==> config.mk <==
export PLATFORM = sky130hd
export DESIGN_NAME = lt_time_top
export DESIGN_NICKNAME = d
export VERILOG_FILES = /design/src/design/lt_pkg.sv /design/src/design/lt_time_top.sv /design/src/design/lt_nco.sv /design/src/design/lt_tlg_sched.sv
export VERILOG_INCLUDE_DIRS = /design/src /design/src/design
export SDC_FILE = /design/constraint.sdc
export NUM_CORES = 2
export LEC_CHECK = 0
export BUFFER_PORTS_ARGS = -buffer_cell sky130_fd_sc_hd__buf_2
export CORE_MARGIN = 2
export CORE_UTILIZATION = 30
export DETAILED_ROUTE_END_ITERATION = 16
export PLACE_DENSITY_LB_ADDON = 0.1
export SLEW_MARGIN = 20
export SYNTH_ARGS = -nofsm -noshare
export SYNTH_HDL_FRONTEND = slang
export SYNTH_SLANG_ARGS = --single-unit
==> constraint.sdc <==
create_clock -name clk -period 13.4 [get_ports clk]
set_input_delay 2.01 -clock clk [delete_from_list [all_inputs] [get_ports clk]]
set_output_delay 2.01 -clock clk [all_outputs]
set_load 0.02 [all_outputs]
==> src/design/lt_map.svh <==
// register offsets, field positions and reset values of the local time block
`ifndef LT_MAP_SVH
`define LT_MAP_SVH

// ****************************************
// register offsets (byte addresses)
// ****************************************
`define LT_A_CTRL 8'h00
`define LT_A_STATUS 8'h04
`define LT_A_OFFS_STD 8'h08
`define LT_A_OFFS_DST 8'h0c
`define LT_A_DST_START 8'h10
`define LT_A_DST_END 8'h14
`define LT_A_YEAR_LEN 8'h18
`define LT_A_CORR 8'h1c
`define LT_A_PORT0 8'h20
`define LT_A_PORT1 8'h24
`define LT_A_UTC 8'h28
`define LT_A_LOCAL 8'h2c
`define LT_A_LEAP 8'h30

// ****************************************
// field positions
// ****************************************
`define LT_CTRL_IMMEDIATE 0
`define LT_CTRL_TC_UTC 1
`define LT_ST_SYNCED 0
`define LT_ST_DST 1
`define LT_ST_ACTIVE 2
`define LT_CFG_BAUD_HI 15
`define LT_CFG_BAUD_LO 0
`define LT_CFG_FMT_HI 19
`define LT_CFG_FMT_LO 16
`define LT_CFG_TYPE_HI 23
`define LT_CFG_TYPE_LO 20
`define LT_CFG_MODE_HI 25
`define LT_CFG_MODE_LO 24

// ****************************************
// reset values and constants
// ****************************************
`define LT_RST_OFFS_STD 32'h00000e10
`define LT_RST_OFFS_DST 32'h00001c20
`define LT_RST_YEAR_LEN 32'h01e13380
`define LT_RST_PORT_CFG 32'h01000000
`define LT_SEC_PER_MIN 32'h0000003c
`define LT_ASK_CHAR 8'h3f
// accumulator steps: f_out / 20 MHz * 2^32
`define LT_INC_TIMING 32'hf8d4fdf3
`define LT_INC_FRAME 32'h001a36e3

`endif

==> src/design/lt_pkg.sv <==
// types shared by the local time block
package lt_pkg;

  // telegram scheduling per serial port
  typedef enum logic [1:0] {
    LT_MODE_OFF = 2'h0,
    LT_MODE_SEC = 2'h1,
    LT_MODE_MIN = 2'h2,
    LT_MODE_REQ = 2'h3
  } lt_mode_t;

endpackage

==> src/design/lt_time_top.sv <==
// local time, daylight saving, telegram scheduling and reference clocks
`include "lt_map.svh"
`timescale 1ns/1ps
`default_nettype none
// What this block does
// - UTC is satellite time minus the leap-second count from the navigation message.
// - local time is UTC plus a settable offset, 3600 s standard and 7200 s in DST.
// - DST start is a settable yearly instant, reset to 0.
// - DST end is a settable yearly instant, reset to 0, so DST is off until set.
// - identical start and end settings keep local time on the standard offset.
// - the timecode output follows local time or plain UTC by a setting.
// - two serial ports, the first of them the USB bridged port, both can send telegrams.
// - both ports stay inactive until sync unless set to start at once; reset clears that setting.
// - baud rate, format and telegram type are held per port.
// - a port sends every second, every minute or when asked with a question mark.
// - the timing output is the 0.56 MHz alias of a 19.44 MHz step at the 20 MHz clock; an 8 kHz frame clock is driven out.
// - every output frequency comes from the one master oscillator clock.
// - the oscillator correction value is kept in non-volatile memory.
module lt_time_top
  import lt_pkg::*;
#(
  parameter int TICKS_PER_SEC = 20000000
)
(
  // clock and reset
  input wire logic clk,
  input wire logic rst_n,
  input wire logic ce,
  // register port
  input wire logic [7:0] reg_addr,
  input wire logic [31:0] reg_wdata,
  input wire logic reg_wr,
  input wire logic reg_rd,
  output logic [31:0] reg_rdata,
  // receiver time
  input wire logic gps_load,
  input wire logic [31:0] gps_seconds,
  input wire logic [7:0] leap_seconds,
  input wire logic rcv_synced,
  // timecode
  output logic [31:0] timecode_time,
  output logic pps_tick,
  // usb bridged serial port
  input wire logic usb_bridged_serial_port_rx_valid,
  input wire logic [7:0] usb_bridged_serial_port_rx_data,
  output logic usb_bridged_serial_port_active,
  output logic usb_bridged_serial_port_send,
  output logic [15:0] usb_bridged_serial_port_baud_div,
  output logic [3:0] usb_bridged_serial_port_format,
  output logic [3:0] usb_bridged_serial_port_tlg_type,
  // rs232 serial port
  input wire logic rs232_port_rx_valid,
  input wire logic [7:0] rs232_port_rx_data,
  output logic rs232_port_active,
  output logic rs232_port_send,
  output logic [15:0] rs232_port_baud_div,
  output logic [3:0] rs232_port_format,
  output logic [3:0] rs232_port_tlg_type,
  // oscillator correction memory
  input wire logic nvm_rd_valid,
  input wire logic [31:0] nvm_rd_data,
  output logic nvm_wr,
  output logic [31:0] nvm_wdata,
  output logic [31:0] osc_correction,
  // backplane reference clocks
  output logic sync_timing_clock_out,
  output logic frame_clock_out
);

  // ****************************************
  // declarations
  // ****************************************
  logic [31:0] ctrl;
  logic [31:0] offs_std;
  logic [31:0] offs_dst;
  logic [31:0] dst_start;
  logic [31:0] dst_end;
  logic [31:0] year_len;
  logic [31:0] port_cfg [2];
  logic [31:0] utc;
  logic [31:0] local_time;
  logic [31:0] presc;
  logic [31:0] sec_of_min;
  logic [31:0] next_utc;
  logic sync_ff1;
  logic sync_ff2;
  logic dst_active;
  logic next_dst;
  logic dst_enabled;
  logic sec_tick;
  logic min_tick;
  logic ports_on;
  logic [1:0] send_vec;
  logic [1:0] rx_valid_vec;
  logic [7:0] rx_data_vec [2];

  function automatic logic hit(input logic [7:0] a, input logic [7:0] off);
    hit = (a == off);
  endfunction

  function automatic lt_mode_t cfg_mode(input logic [31:0] cfg);
    cfg_mode = lt_mode_t'(cfg[`LT_CFG_MODE_HI:`LT_CFG_MODE_LO]);
  endfunction

  // ****************************************
  // receiver sync pin
  // ****************************************
  always_ff @(posedge clk or negedge rst_n)
  begin
    if (!rst_n)
    begin
      sync_ff1 <= 1'b0;
      sync_ff2 <= 1'b0;
    end
    else if (ce)
    begin
      sync_ff1 <= rcv_synced;
      sync_ff2 <= sync_ff1;
    end
  end

  // ****************************************
  // second prescaler, clk is the disciplined oscillator
  // ****************************************
  assign sec_tick = (presc == 32'(TICKS_PER_SEC - 1));

  always_ff @(posedge clk or negedge rst_n)
  begin
    if (!rst_n)
      presc <= 32'h00000000;
    else if (ce)
    begin
      if (gps_load || sec_tick)
        presc <= 32'h00000000;
      else
        presc <= presc + 32'h00000001;
    end
  end

  // ****************************************
  // utc and local time
  // ****************************************
  assign next_utc = utc + 32'h00000001;
  assign min_tick = sec_tick && (sec_of_min == (`LT_SEC_PER_MIN - 32'h00000001));
  assign dst_enabled = (dst_start != dst_end);
  assign next_dst = dst_enabled && (next_utc >= dst_start) && (next_utc < dst_end);

  always_ff @(posedge clk or negedge rst_n)
  begin
    if (!rst_n)
    begin
      utc <= 32'h00000000;
      sec_of_min <= 32'h00000000;
    end
    else if (ce)
    begin
      if (gps_load)
      begin
        utc <= gps_seconds - {24'h000000, leap_seconds};
        sec_of_min <= (gps_seconds - {24'h000000, leap_seconds}) % `LT_SEC_PER_MIN;
      end
      else if (sec_tick)
      begin
        utc <= next_utc;
        sec_of_min <= min_tick ? 32'h00000000 : sec_of_min + 32'h00000001;
      end
    end
  end

  // dst flag and offset move together on the tick so no telegram sees a mix
  always_ff @(posedge clk or negedge rst_n)
  begin
    if (!rst_n)
    begin
      dst_active <= 1'b0;
      local_time <= 32'h00000000;
      pps_tick <= 1'b0;
    end
    else if (ce)
    begin
      pps_tick <= sec_tick;
      if (sec_tick)
      begin
        dst_active <= next_dst;
        local_time <= next_utc + (next_dst ? offs_dst : offs_std);
      end
    end
  end

  always_ff @(posedge clk or negedge rst_n)
  begin
    if (!rst_n)
      timecode_time <= 32'h00000000;
    else if (ce && sec_tick)
    begin
      if (ctrl[`LT_CTRL_TC_UTC])
        timecode_time <= next_utc;
      else
        timecode_time <= next_utc + (next_dst ? offs_dst : offs_std);
    end
  end

  // ****************************************
  // configuration registers
  // ****************************************
  always_ff @(posedge clk or negedge rst_n)
  begin
    if (!rst_n)
    begin
      ctrl <= 32'h00000000;
      offs_std <= `LT_RST_OFFS_STD;
      offs_dst <= `LT_RST_OFFS_DST;
      year_len <= `LT_RST_YEAR_LEN;
    end
    else if (ce && reg_wr)
    begin
      if (hit(reg_addr, `LT_A_CTRL))
        ctrl <= reg_wdata;
      if (hit(reg_addr, `LT_A_OFFS_STD))
        offs_std <= reg_wdata;
      if (hit(reg_addr, `LT_A_OFFS_DST))
        offs_dst <= reg_wdata;
      if (hit(reg_addr, `LT_A_YEAR_LEN))
        year_len <= reg_wdata;
    end
  end

  // once the end has passed both instants roll on by one year
  always_ff @(posedge clk or negedge rst_n)
  begin
    if (!rst_n)
    begin
      dst_start <= 32'h00000000;
      dst_end <= 32'h00000000;
    end
    else if (ce)
    begin
      if (reg_wr && hit(reg_addr, `LT_A_DST_START))
        dst_start <= reg_wdata;
      else if (sec_tick && dst_enabled && next_utc >= dst_end)
        dst_start <= dst_start + year_len;
      if (reg_wr && hit(reg_addr, `LT_A_DST_END))
        dst_end <= reg_wdata;
      else if (sec_tick && dst_enabled && next_utc >= dst_end)
        dst_end <= dst_end + year_len;
    end
  end

  // ****************************************
  // oscillator correction, mirrored to non-volatile memory
  // ****************************************
  always_ff @(posedge clk or negedge rst_n)
  begin
    if (!rst_n)
    begin
      osc_correction <= 32'h00000000;
      nvm_wr <= 1'b0;
      nvm_wdata <= 32'h00000000;
    end
    else if (ce)
    begin
      nvm_wr <= reg_wr && hit(reg_addr, `LT_A_CORR);
      if (reg_wr && hit(reg_addr, `LT_A_CORR))
      begin
        osc_correction <= reg_wdata;
        nvm_wdata <= reg_wdata;
      end
      else if (nvm_rd_valid)
        osc_correction <= nvm_rd_data;
    end
  end

  // ****************************************
  // serial ports
  // ****************************************
  assign rx_valid_vec = {rs232_port_rx_valid, usb_bridged_serial_port_rx_valid};
  assign rx_data_vec[0] = usb_bridged_serial_port_rx_data;
  assign rx_data_vec[1] = rs232_port_rx_data;
  assign ports_on = sync_ff2 || ctrl[`LT_CTRL_IMMEDIATE];

  genvar gi;
  generate
    for (gi = 0; gi < 2; gi++)
    begin : g_port
      always_ff @(posedge clk or negedge rst_n)
      begin
        if (!rst_n)
          port_cfg[gi] <= `LT_RST_PORT_CFG;
        else if (ce && reg_wr && hit(reg_addr, `LT_A_PORT0 + 8'(gi * 4)))
          port_cfg[gi] <= reg_wdata;
      end

      lt_tlg_sched u_sched (
        .clk(clk),
        .rst_n(rst_n),
        .ce(ce),
        .active(ports_on),
        .mode(cfg_mode(port_cfg[gi])),
        .sec_tick(sec_tick),
        .min_tick(min_tick),
        .rx_valid(rx_valid_vec[gi]),
        .rx_data(rx_data_vec[gi]),
        .send(send_vec[gi])
      );
    end
  endgenerate

  always_ff @(posedge clk or negedge rst_n)
  begin
    if (!rst_n)
    begin
      usb_bridged_serial_port_active <= 1'b0;
      rs232_port_active <= 1'b0;
    end
    else if (ce)
    begin
      usb_bridged_serial_port_active <= ports_on;
      rs232_port_active <= ports_on;
    end
  end

  assign usb_bridged_serial_port_send = send_vec[0];
  assign rs232_port_send = send_vec[1];
  assign usb_bridged_serial_port_baud_div = port_cfg[0][`LT_CFG_BAUD_HI:`LT_CFG_BAUD_LO];
  assign usb_bridged_serial_port_format = port_cfg[0][`LT_CFG_FMT_HI:`LT_CFG_FMT_LO];
  assign usb_bridged_serial_port_tlg_type = port_cfg[0][`LT_CFG_TYPE_HI:`LT_CFG_TYPE_LO];
  assign rs232_port_baud_div = port_cfg[1][`LT_CFG_BAUD_HI:`LT_CFG_BAUD_LO];
  assign rs232_port_format = port_cfg[1][`LT_CFG_FMT_HI:`LT_CFG_FMT_LO];
  assign rs232_port_tlg_type = port_cfg[1][`LT_CFG_TYPE_HI:`LT_CFG_TYPE_LO];

  // ****************************************
  // reference clocks
  // ****************************************
  // above half the clock rate the timing output is an alias, a pll must clean it
  lt_nco u_timing (
    .clk(clk),
    .rst_n(rst_n),
    .ce(ce),
    .inc(`LT_INC_TIMING),
    .clk_out(sync_timing_clock_out)
  );

  lt_nco u_frame (
    .clk(clk),
    .rst_n(rst_n),
    .ce(ce),
    .inc(`LT_INC_FRAME),
    .clk_out(frame_clock_out)
  );

  // ****************************************
  // register read
  // ****************************************
  always_ff @(posedge clk or negedge rst_n)
  begin
    if (!rst_n)
      reg_rdata <= 32'h00000000;
    else if (ce)
    begin
      reg_rdata <= 32'h00000000;
      if (reg_rd)
      begin
        case (reg_addr)
          `LT_A_CTRL: reg_rdata <= ctrl;
          `LT_A_STATUS: reg_rdata <= {29'h00000000, ports_on, dst_active, sync_ff2};
          `LT_A_OFFS_STD: reg_rdata <= offs_std;
          `LT_A_OFFS_DST: reg_rdata <= offs_dst;
          `LT_A_DST_START: reg_rdata <= dst_start;
          `LT_A_DST_END: reg_rdata <= dst_end;
          `LT_A_YEAR_LEN: reg_rdata <= year_len;
          `LT_A_CORR: reg_rdata <= osc_correction;
          `LT_A_PORT0: reg_rdata <= port_cfg[0];
          `LT_A_PORT1: reg_rdata <= port_cfg[1];
          `LT_A_UTC: reg_rdata <= utc;
          `LT_A_LOCAL: reg_rdata <= local_time;
          `LT_A_LEAP: reg_rdata <= {24'h000000, leap_seconds};
          default: reg_rdata <= 32'h00000000;
        endcase
      end
    end
  end

endmodule
`default_nettype wire

==> src/design/lt_nco.sv <==
// phase accumulator clock generator running off the master oscillator
`timescale 1ns/1ps
`default_nettype none
module lt_nco
  import lt_pkg::*;
(
  // clock and reset
  input wire logic clk,
  input wire logic rst_n,
  input wire logic ce,
  // step and output
  input wire logic [31:0] inc,
  output logic clk_out
);

  logic [31:0] acc;

  always_ff @(posedge clk or negedge rst_n)
  begin
    if (!rst_n)
      acc <= 32'h00000000;
    else if (ce)
      acc <= acc + inc;
  end

  always_ff @(posedge clk or negedge rst_n)
  begin
    if (!rst_n)
      clk_out <= 1'b0;
    else if (ce)
      clk_out <= acc[31];
  end

endmodule
`default_nettype wire

==> src/design/lt_tlg_sched.sv <==
// telegram send scheduler of one serial port
`include "lt_map.svh"
`timescale 1ns/1ps
`default_nettype none
module lt_tlg_sched
  import lt_pkg::*;
(
  // clock and reset
  input wire logic clk,
  input wire logic rst_n,
  input wire logic ce,
  // configuration
  input wire logic active,
  input wire lt_mode_t mode,
  // time events
  input wire logic sec_tick,
  input wire logic min_tick,
  // received characters
  input wire logic rx_valid,
  input wire logic [7:0] rx_data,
  // send request
  output logic send
);

  logic ask;

  assign ask = rx_valid && (rx_data == `LT_ASK_CHAR);

  always_ff @(posedge clk or negedge rst_n)
  begin
    if (!rst_n)
      send <= 1'b0;
    else if (ce)
    begin
      case (mode)
        LT_MODE_SEC: send <= active && sec_tick;
        LT_MODE_MIN: send <= active && min_tick;
        LT_MODE_REQ: send <= active && ask;
        default: send <= 1'b0;
      endcase
    end
  end

endmodule
`default_nettype wire

======== Yosys cells after proc, flatten, opt, wreduce, memory -nomap -nowiden ========
Cells that the tools add are included.
storage, ports and cells
  flip-flop bits (word level) ............. 586
  bits of input ports ..................... 138
  output and inout port bits .............. 184
  word-level logic and storage cells ...... 117
cells by class
  $add $sub $neg .......................... 9
  div/mod/pow operators ................... 1
  magnitude comparators ................... 3
  eq/ne operators ......................... 23
  mux-type cells .......................... 18
  reductions and logical operators ........ 35
operators with widths
  cell                      count
  $mux W32                  15
  $pmux W32 S13             1
  $add A32 B1 Y32 const B   3
  $add A32 B32 Y32          3
  $ge A32 B32 Y1            2
  $eq A8 B6 Y1 const B      7
  $add A32 B21 Y32 const B  1
  $add A32 B32 Y32 const B  1
  $eq A32 B25 Y1 const B    1
  $eq A32 B6 Y1 const B     1
  $eq A8 B5 Y1 const B      4
  $lt A32 B32 Y1            1
  $mod A32 B6 Y32 const B   1
  $ne A32 B32 Y1            1
  $sub A32 B8 Y32           1
  $reduce_and A2 Y1         10
  $logic_and A1 B1 Y1       18
  $eq A8 B4 Y1 const B      2
  $eq A2 B2 Y1 const B      4
  $eq A8 B3 Y1 const B      1
  $logic_not A8 Y1          1
  $reduce_bool A2 Y1        4
  $pmux W1 S3               2
  $eq A2 B1 Y1 const B      2
  $logic_or A1 B1 Y1        2

======== Depth between registers and ports, before layout ========
  depth in word-level cells ............... 7
  mapped depth ............................ 65
  depth with buffers taken out ............ 63

======== Modules after synthesis ========
From an unflattened synthesis, not the netlist that was laid out.
unflattened totals
  cell total of the unflattened synthesis .. 4,467
  area, all modules ....................... 41,177.0 um2
modules (own cells, without submodules)
  module        instances  cells each  area an instance (um2)  sequential area each (um2)
  lt_time_top   1          3,829       35,271.3                12,987.5
  lt_nco        2          307         2,856.5                 825.8
  lt_tlg_sched  2          12          96.3                    25.0

======== Least setup slack after synthesis ========
OpenSTA, ideal clock, no wires.
  kind .................................... input to register
  from .................................... input port gps_seconds[0]
  to ...................................... register sec_of_min[4]
  setup time .............................. 0.128 ns
  data arrival time ....................... 14.903 ns
  required time ........................... 13.272 ns
  setup slack ............................. -1.630 ns
  stages on the path ...................... 53
  buffers on the path ..................... 3
  cell sequence ........................... inv_1 -> ha_1 -> inv_1 -> fa_1 -> a21o_1 -> a221oi_2 -> nor4_2 -> or4_1 -> clkbuf_1 -> a222oi_1 -> mux2i_1 -> nor3_1 -> mux2_4 -> a211oi_2 -> mux2_4 -> nand3_1 -> or3_1 -> a32oi_2 -> (+17 left out) -> and2_1 -> buf_6 -> a21o_1 -> and3_1 -> clkbuf_1 -> or2_2 -> a32o_1 -> or4b_1 -> nor3b_1 -> a311o_2 -> or2_2 -> a2bb2oi_1 -> nand2_1 -> a31oi_1 -> o22ai_1 -> a21boi_0 -> o21bai_1 -> a2bb2oi_1
between the ends
  cells in the longest elaborated chain, start to end .. 3
RTL lines
  item                              RTL line            source
  start, declared                   lt_time_top.sv:37   input wire logic [31:0] gps_seconds,
  $sub A32 B8 Y32                   lt_time_top.sv:160  sec_of_min <= (gps_seconds - {24'h000000, leap_seconds}) % `LT_SEC_PER_MIN;
  $mod A32 B6 Y32 (no source line)  n/a
  $mux W32                          lt_time_top.sv:157  if (gps_load)
  end signal, assigned              lt_time_top.sv:160
  end signal, assigned              lt_time_top.sv:165  sec_of_min <= min_tick ? 32'h00000000 : sec_of_min + 32'h00000001;
  end, declared                     lt_time_top.sv:83   logic [31:0] sec_of_min;
Every way passes these cells.
A chain may end at the register's enable or synchronous reset.

======== Final worst setup path ========
  from .................................... input port gps_seconds[0]
  to ...................................... register sec_of_min[2]
Same word-level chain as after synthesis.

==> impl_results.md <==
- RSZ-0062 raised after global routing: true
- Global route overflow: 0
- Commonest non-fill, non-tap cell in the layout: dfrtp_1
- Seq cells post-synth: just under 600
- Fillers: roughly 13000
- Setup TNS: -3110 ps
- Detail Placement HPWL: 106 mm
- Starting Density: 0.303
- Type of the worst setup path: primary input to flip-flop
- Slowest CP cell: or4_4
- TritonCTS buffer count: between 70 and 80
- Detailed-route DRC error count: 0
- Hold Buf Count CTS: 0
- PwrDens: ~210 nW/um^2
- Clk slew on worst S/H paths: approximately 60 ps
- Final std cell area, no fill: approximately 48000 um^2
- # diodes: 0
- Internal power: approximately 6100 uW
- Ports: 322
- Number of clock sinks: 586
- Deepest clock path buffer count: 3
- Count of unique library cells instantiated by Yosys: 120
- Lkg Pwr: roughly 0.022 uW
- Seq/Total Area, Yosys: 0.386
- Synthesized area: 38100 um^2
- Die Span X: 360 um
- CTS tree: yes
- Max Clock Freq: approximately 70 MHz
- Sw Share: 0.396
- Ys async rst share: 1.00
- Setup-failing EPs final: 4
- Slew headroom: 0.247
- Crit-path max cell delay: approximately 540 ps
- NetSw: 4020 uW
- Final min period: roughly 14000 ps
- Mapped Cells: 4060
- Gate power share: 0.582
- Die area: about 130000 um^2
- Crit-path max FO: 6
- WL per Instance: 23.0 um
- First-pass GRT wire length: around 220 mm
- Final Net Count: between 4000 and 5000
- Number of vias per cell: approximately 5.3
- Status: finished with violations
- Nature of the critical path endpoint: flip-flop
- Non-filler instance count after layout: roughly 6400
- Worst skew pair latency: 690 ps
- Synth top area cells: dfrtp_1 (37%), mux2_2 (8.0%), ha_1 (5.6%)
- Final WL: roughly 150 mm
- Worst Max-Slew Pin Slew: 1120 ps
- Synthesis Warnings: 0
- Setup ws final: -841 ps
- Clock Tree Root: clkbuf_16
- Largest net degree at the start of global routing: between 150 and 200
- Max rail drop VDD: around 0.00027 V
- Die Ht: 360 um
- Top_reg_cell synth: dfrtp_1
- Final Wtd Congestion: between 0.8 and 0.9
- Layout area overhead: 26.1%
- Crit path DAT: 14810 ps
- Post-synth top area share: 0.372
- Final Hold Fails: 0
- Leading cell types in the layout, fill and taps excluded: dfrtp_1 (565), buf_4 (448), buf_2 (318)
- All-Layer GR Usage: 0.221
- Cell Rows: 130
- Clock group share of total power: 0.210
- Core ar.: 126000 um^2
- Hold Crit Class: flip-flop to flip-flop
- Synth area leader: dfrtp_1
- Antenna Nets Post-Route: 0
- Htree depth: 3
- Final Util: 0.381
- Share of post-route cells with drive strength above 1: 0.306
- Final Cycle Share: 1.06
- Total number of vias: around 34000
- PortBufs: roughly 320
- Clock Skew: between 20 and 30 ps
- Post-synth EDFFs: 0
- Placed Area: 44100 um^2
- Syn nets: 4372
- Max Cap Viol: 0
- Crit-path most repeated cell: buf_4
- Initial DRC count: roughly 2000
- Failing checks: negative setup slack
- Placed cells: between 6000 and 7000
- CP required: 13970 ps
- Vias in the first global route: between 30000 and 40000
- Seq pwr share: 0.208
- Initial antenna violation count: 1
- Slew Viols, Final: 0
- Crit path launch type: primary input
- DRT Pass-1 Iters: 6
- Mean post-synth cell area: between 9 and 10 um^2
- WHS: 463 ps
==> sequential cells by signal, indices dropped and copies added (netlist names), 32 cells and up <==
| name | flops |
|---|---|
| ctrl | 32 |
| dst_end | 32 |
| dst_start | 32 |
| local_time | 32 |
| nvm_wdata | 32 |
| offs_dst | 32 |
| offs_std | 32 |
| osc_correction | 32 |
| presc | 32 |
| reg_rdata | 32 |
| sec_of_min | 32 |
| timecode_time | 32 |
| u_frame.acc | 32 |
| u_timing.acc | 32 |
| utc | 32 |
| year_len | 32 |
==> Yosys cell counts, drive strengths merged, types with 31 or more instances <==
master  number
nand4       67
a211oi      96
nor2       302
inv        167
nand2b      31
a22oi      110
ha         170
o22ai       42
clkbuf     175
buf         93
a21o        39
nand3      100
a21oi      300
nor4        33
mux2i       53
mux2       273
o21bai      76
a22o        41
nor3        51
xnor2      205
dfrtp      566
xor2        85
and3        57
o21ai      247
nand2      286
==> layer usage <==
layer | routed length (um) | GRT usage | vias up
met2 | 66900 | 0.357 | 715
met3 | 5720 | 0.0232 | 156
met4 | 3330 | 0.0591 | 0
met1 | 70200 | 0.313 | 16800
met5 | 0 | 0 | -
li1 | - | - | 16000
==> critical path, delay by kind of cell <==
| family | cells | cell delay, ps |
|---|---|---|
| xor gates and xnor gates | 1 | 190 |
| and+or+nand+nor | 16 | 4080 |
| AOI/OAI and AO/OA | 25 | 5630 |
| adders and majority gates | 2 | 450 |
| buffers and inverters | 13 | 1560 |
| muxes | 3 | 840 |
==> metrics by stage <==
| stage | setup WS [ps] | power (uW) |
|---|---|---|
| 2_1_floorplan | -1070 | 5030 |
| 3_3_place_gp | -1750 | 6940 |
| 3_5_place_dp | -1900 | 6930 |
| 4_1_cts | -771 | 9710 |
| 5_1_grt | -1350 | 10800 |
| 6_report | -841 | 10200 |
==> worst paths after layout <==
| path | cells past startpoint | startpoint | slack, ps | endpoint |
|---|---|---|---|---|
| max | 60 | gps_seconds[0] | -840 | sec_of_min[2] |
| min | 1 | u_timing.acc[31] | 460 | u_timing.acc[31] |
| max reg2reg | 60 | utc[1] | 850 | timecode_time[30] |
| min reg2reg | 1 | u_timing.acc[31] | 460 | u_timing.acc[31] |
| max in group asynchronous | 3 | rst_n | 9570 | osc_correction[21] |
| min in group asynchronous | 1 | rst_n | 1370 | reg_rdata[7] |
==> power groups by stage <==
stage	Combinational, uW	Clock (uW)	Sequential (uW)
finish	5920	2140	2110
global route	6390	2280	2140
CTS	5390	2210	2110
detailed placement	4790	0	2140
global placement	4800	0	2140
floorplan	2930	0	2100
==> kinds of logic after synthesis <==
| logic type | Yosys count | synth area share |
|---|---|---|
| AND/OR/NAND/NOR | 1064 | 0.136 |
| flip-flops | 586 | 0.386 |
| adder cells (fa/ha/maj) | 177 | 0.0588 |
| XOR/XNOR | 291 | 0.0675 |
| multiplexers | 326 | 0.0951 |
| buffers and inverters | 435 | 0.0483 |
| AO/OA/AOI/OAI | 1181 | 0.209 |
==> repair_timing <==
action                                  4_1_cts  5_1_grt
endpoints found under the setup margin        4        6
pin swaps                                    51       54
hold endpoints to repair                      0        0
setup buffers                                26       25
resized for setup                            76      111
==> layout make-up <==
cell class / count / area, um^2 / area share
Clock buffer: 124 / 2410 / 0.0501
Clock inverter: 19 / 209 / 0.00435
Inverter: 167 / 639 / 0.0133
Multi-Input combinational cell: 3039 / 22900 / 0.476
Sequential cell: 586 / 14700 / 0.306
Tap cell: 1650 / 2060 / 0.0430
Timing Repair Buffer: 781 / 5160 / 0.108
Note: power is estimated with default switching activity, not from simulation.
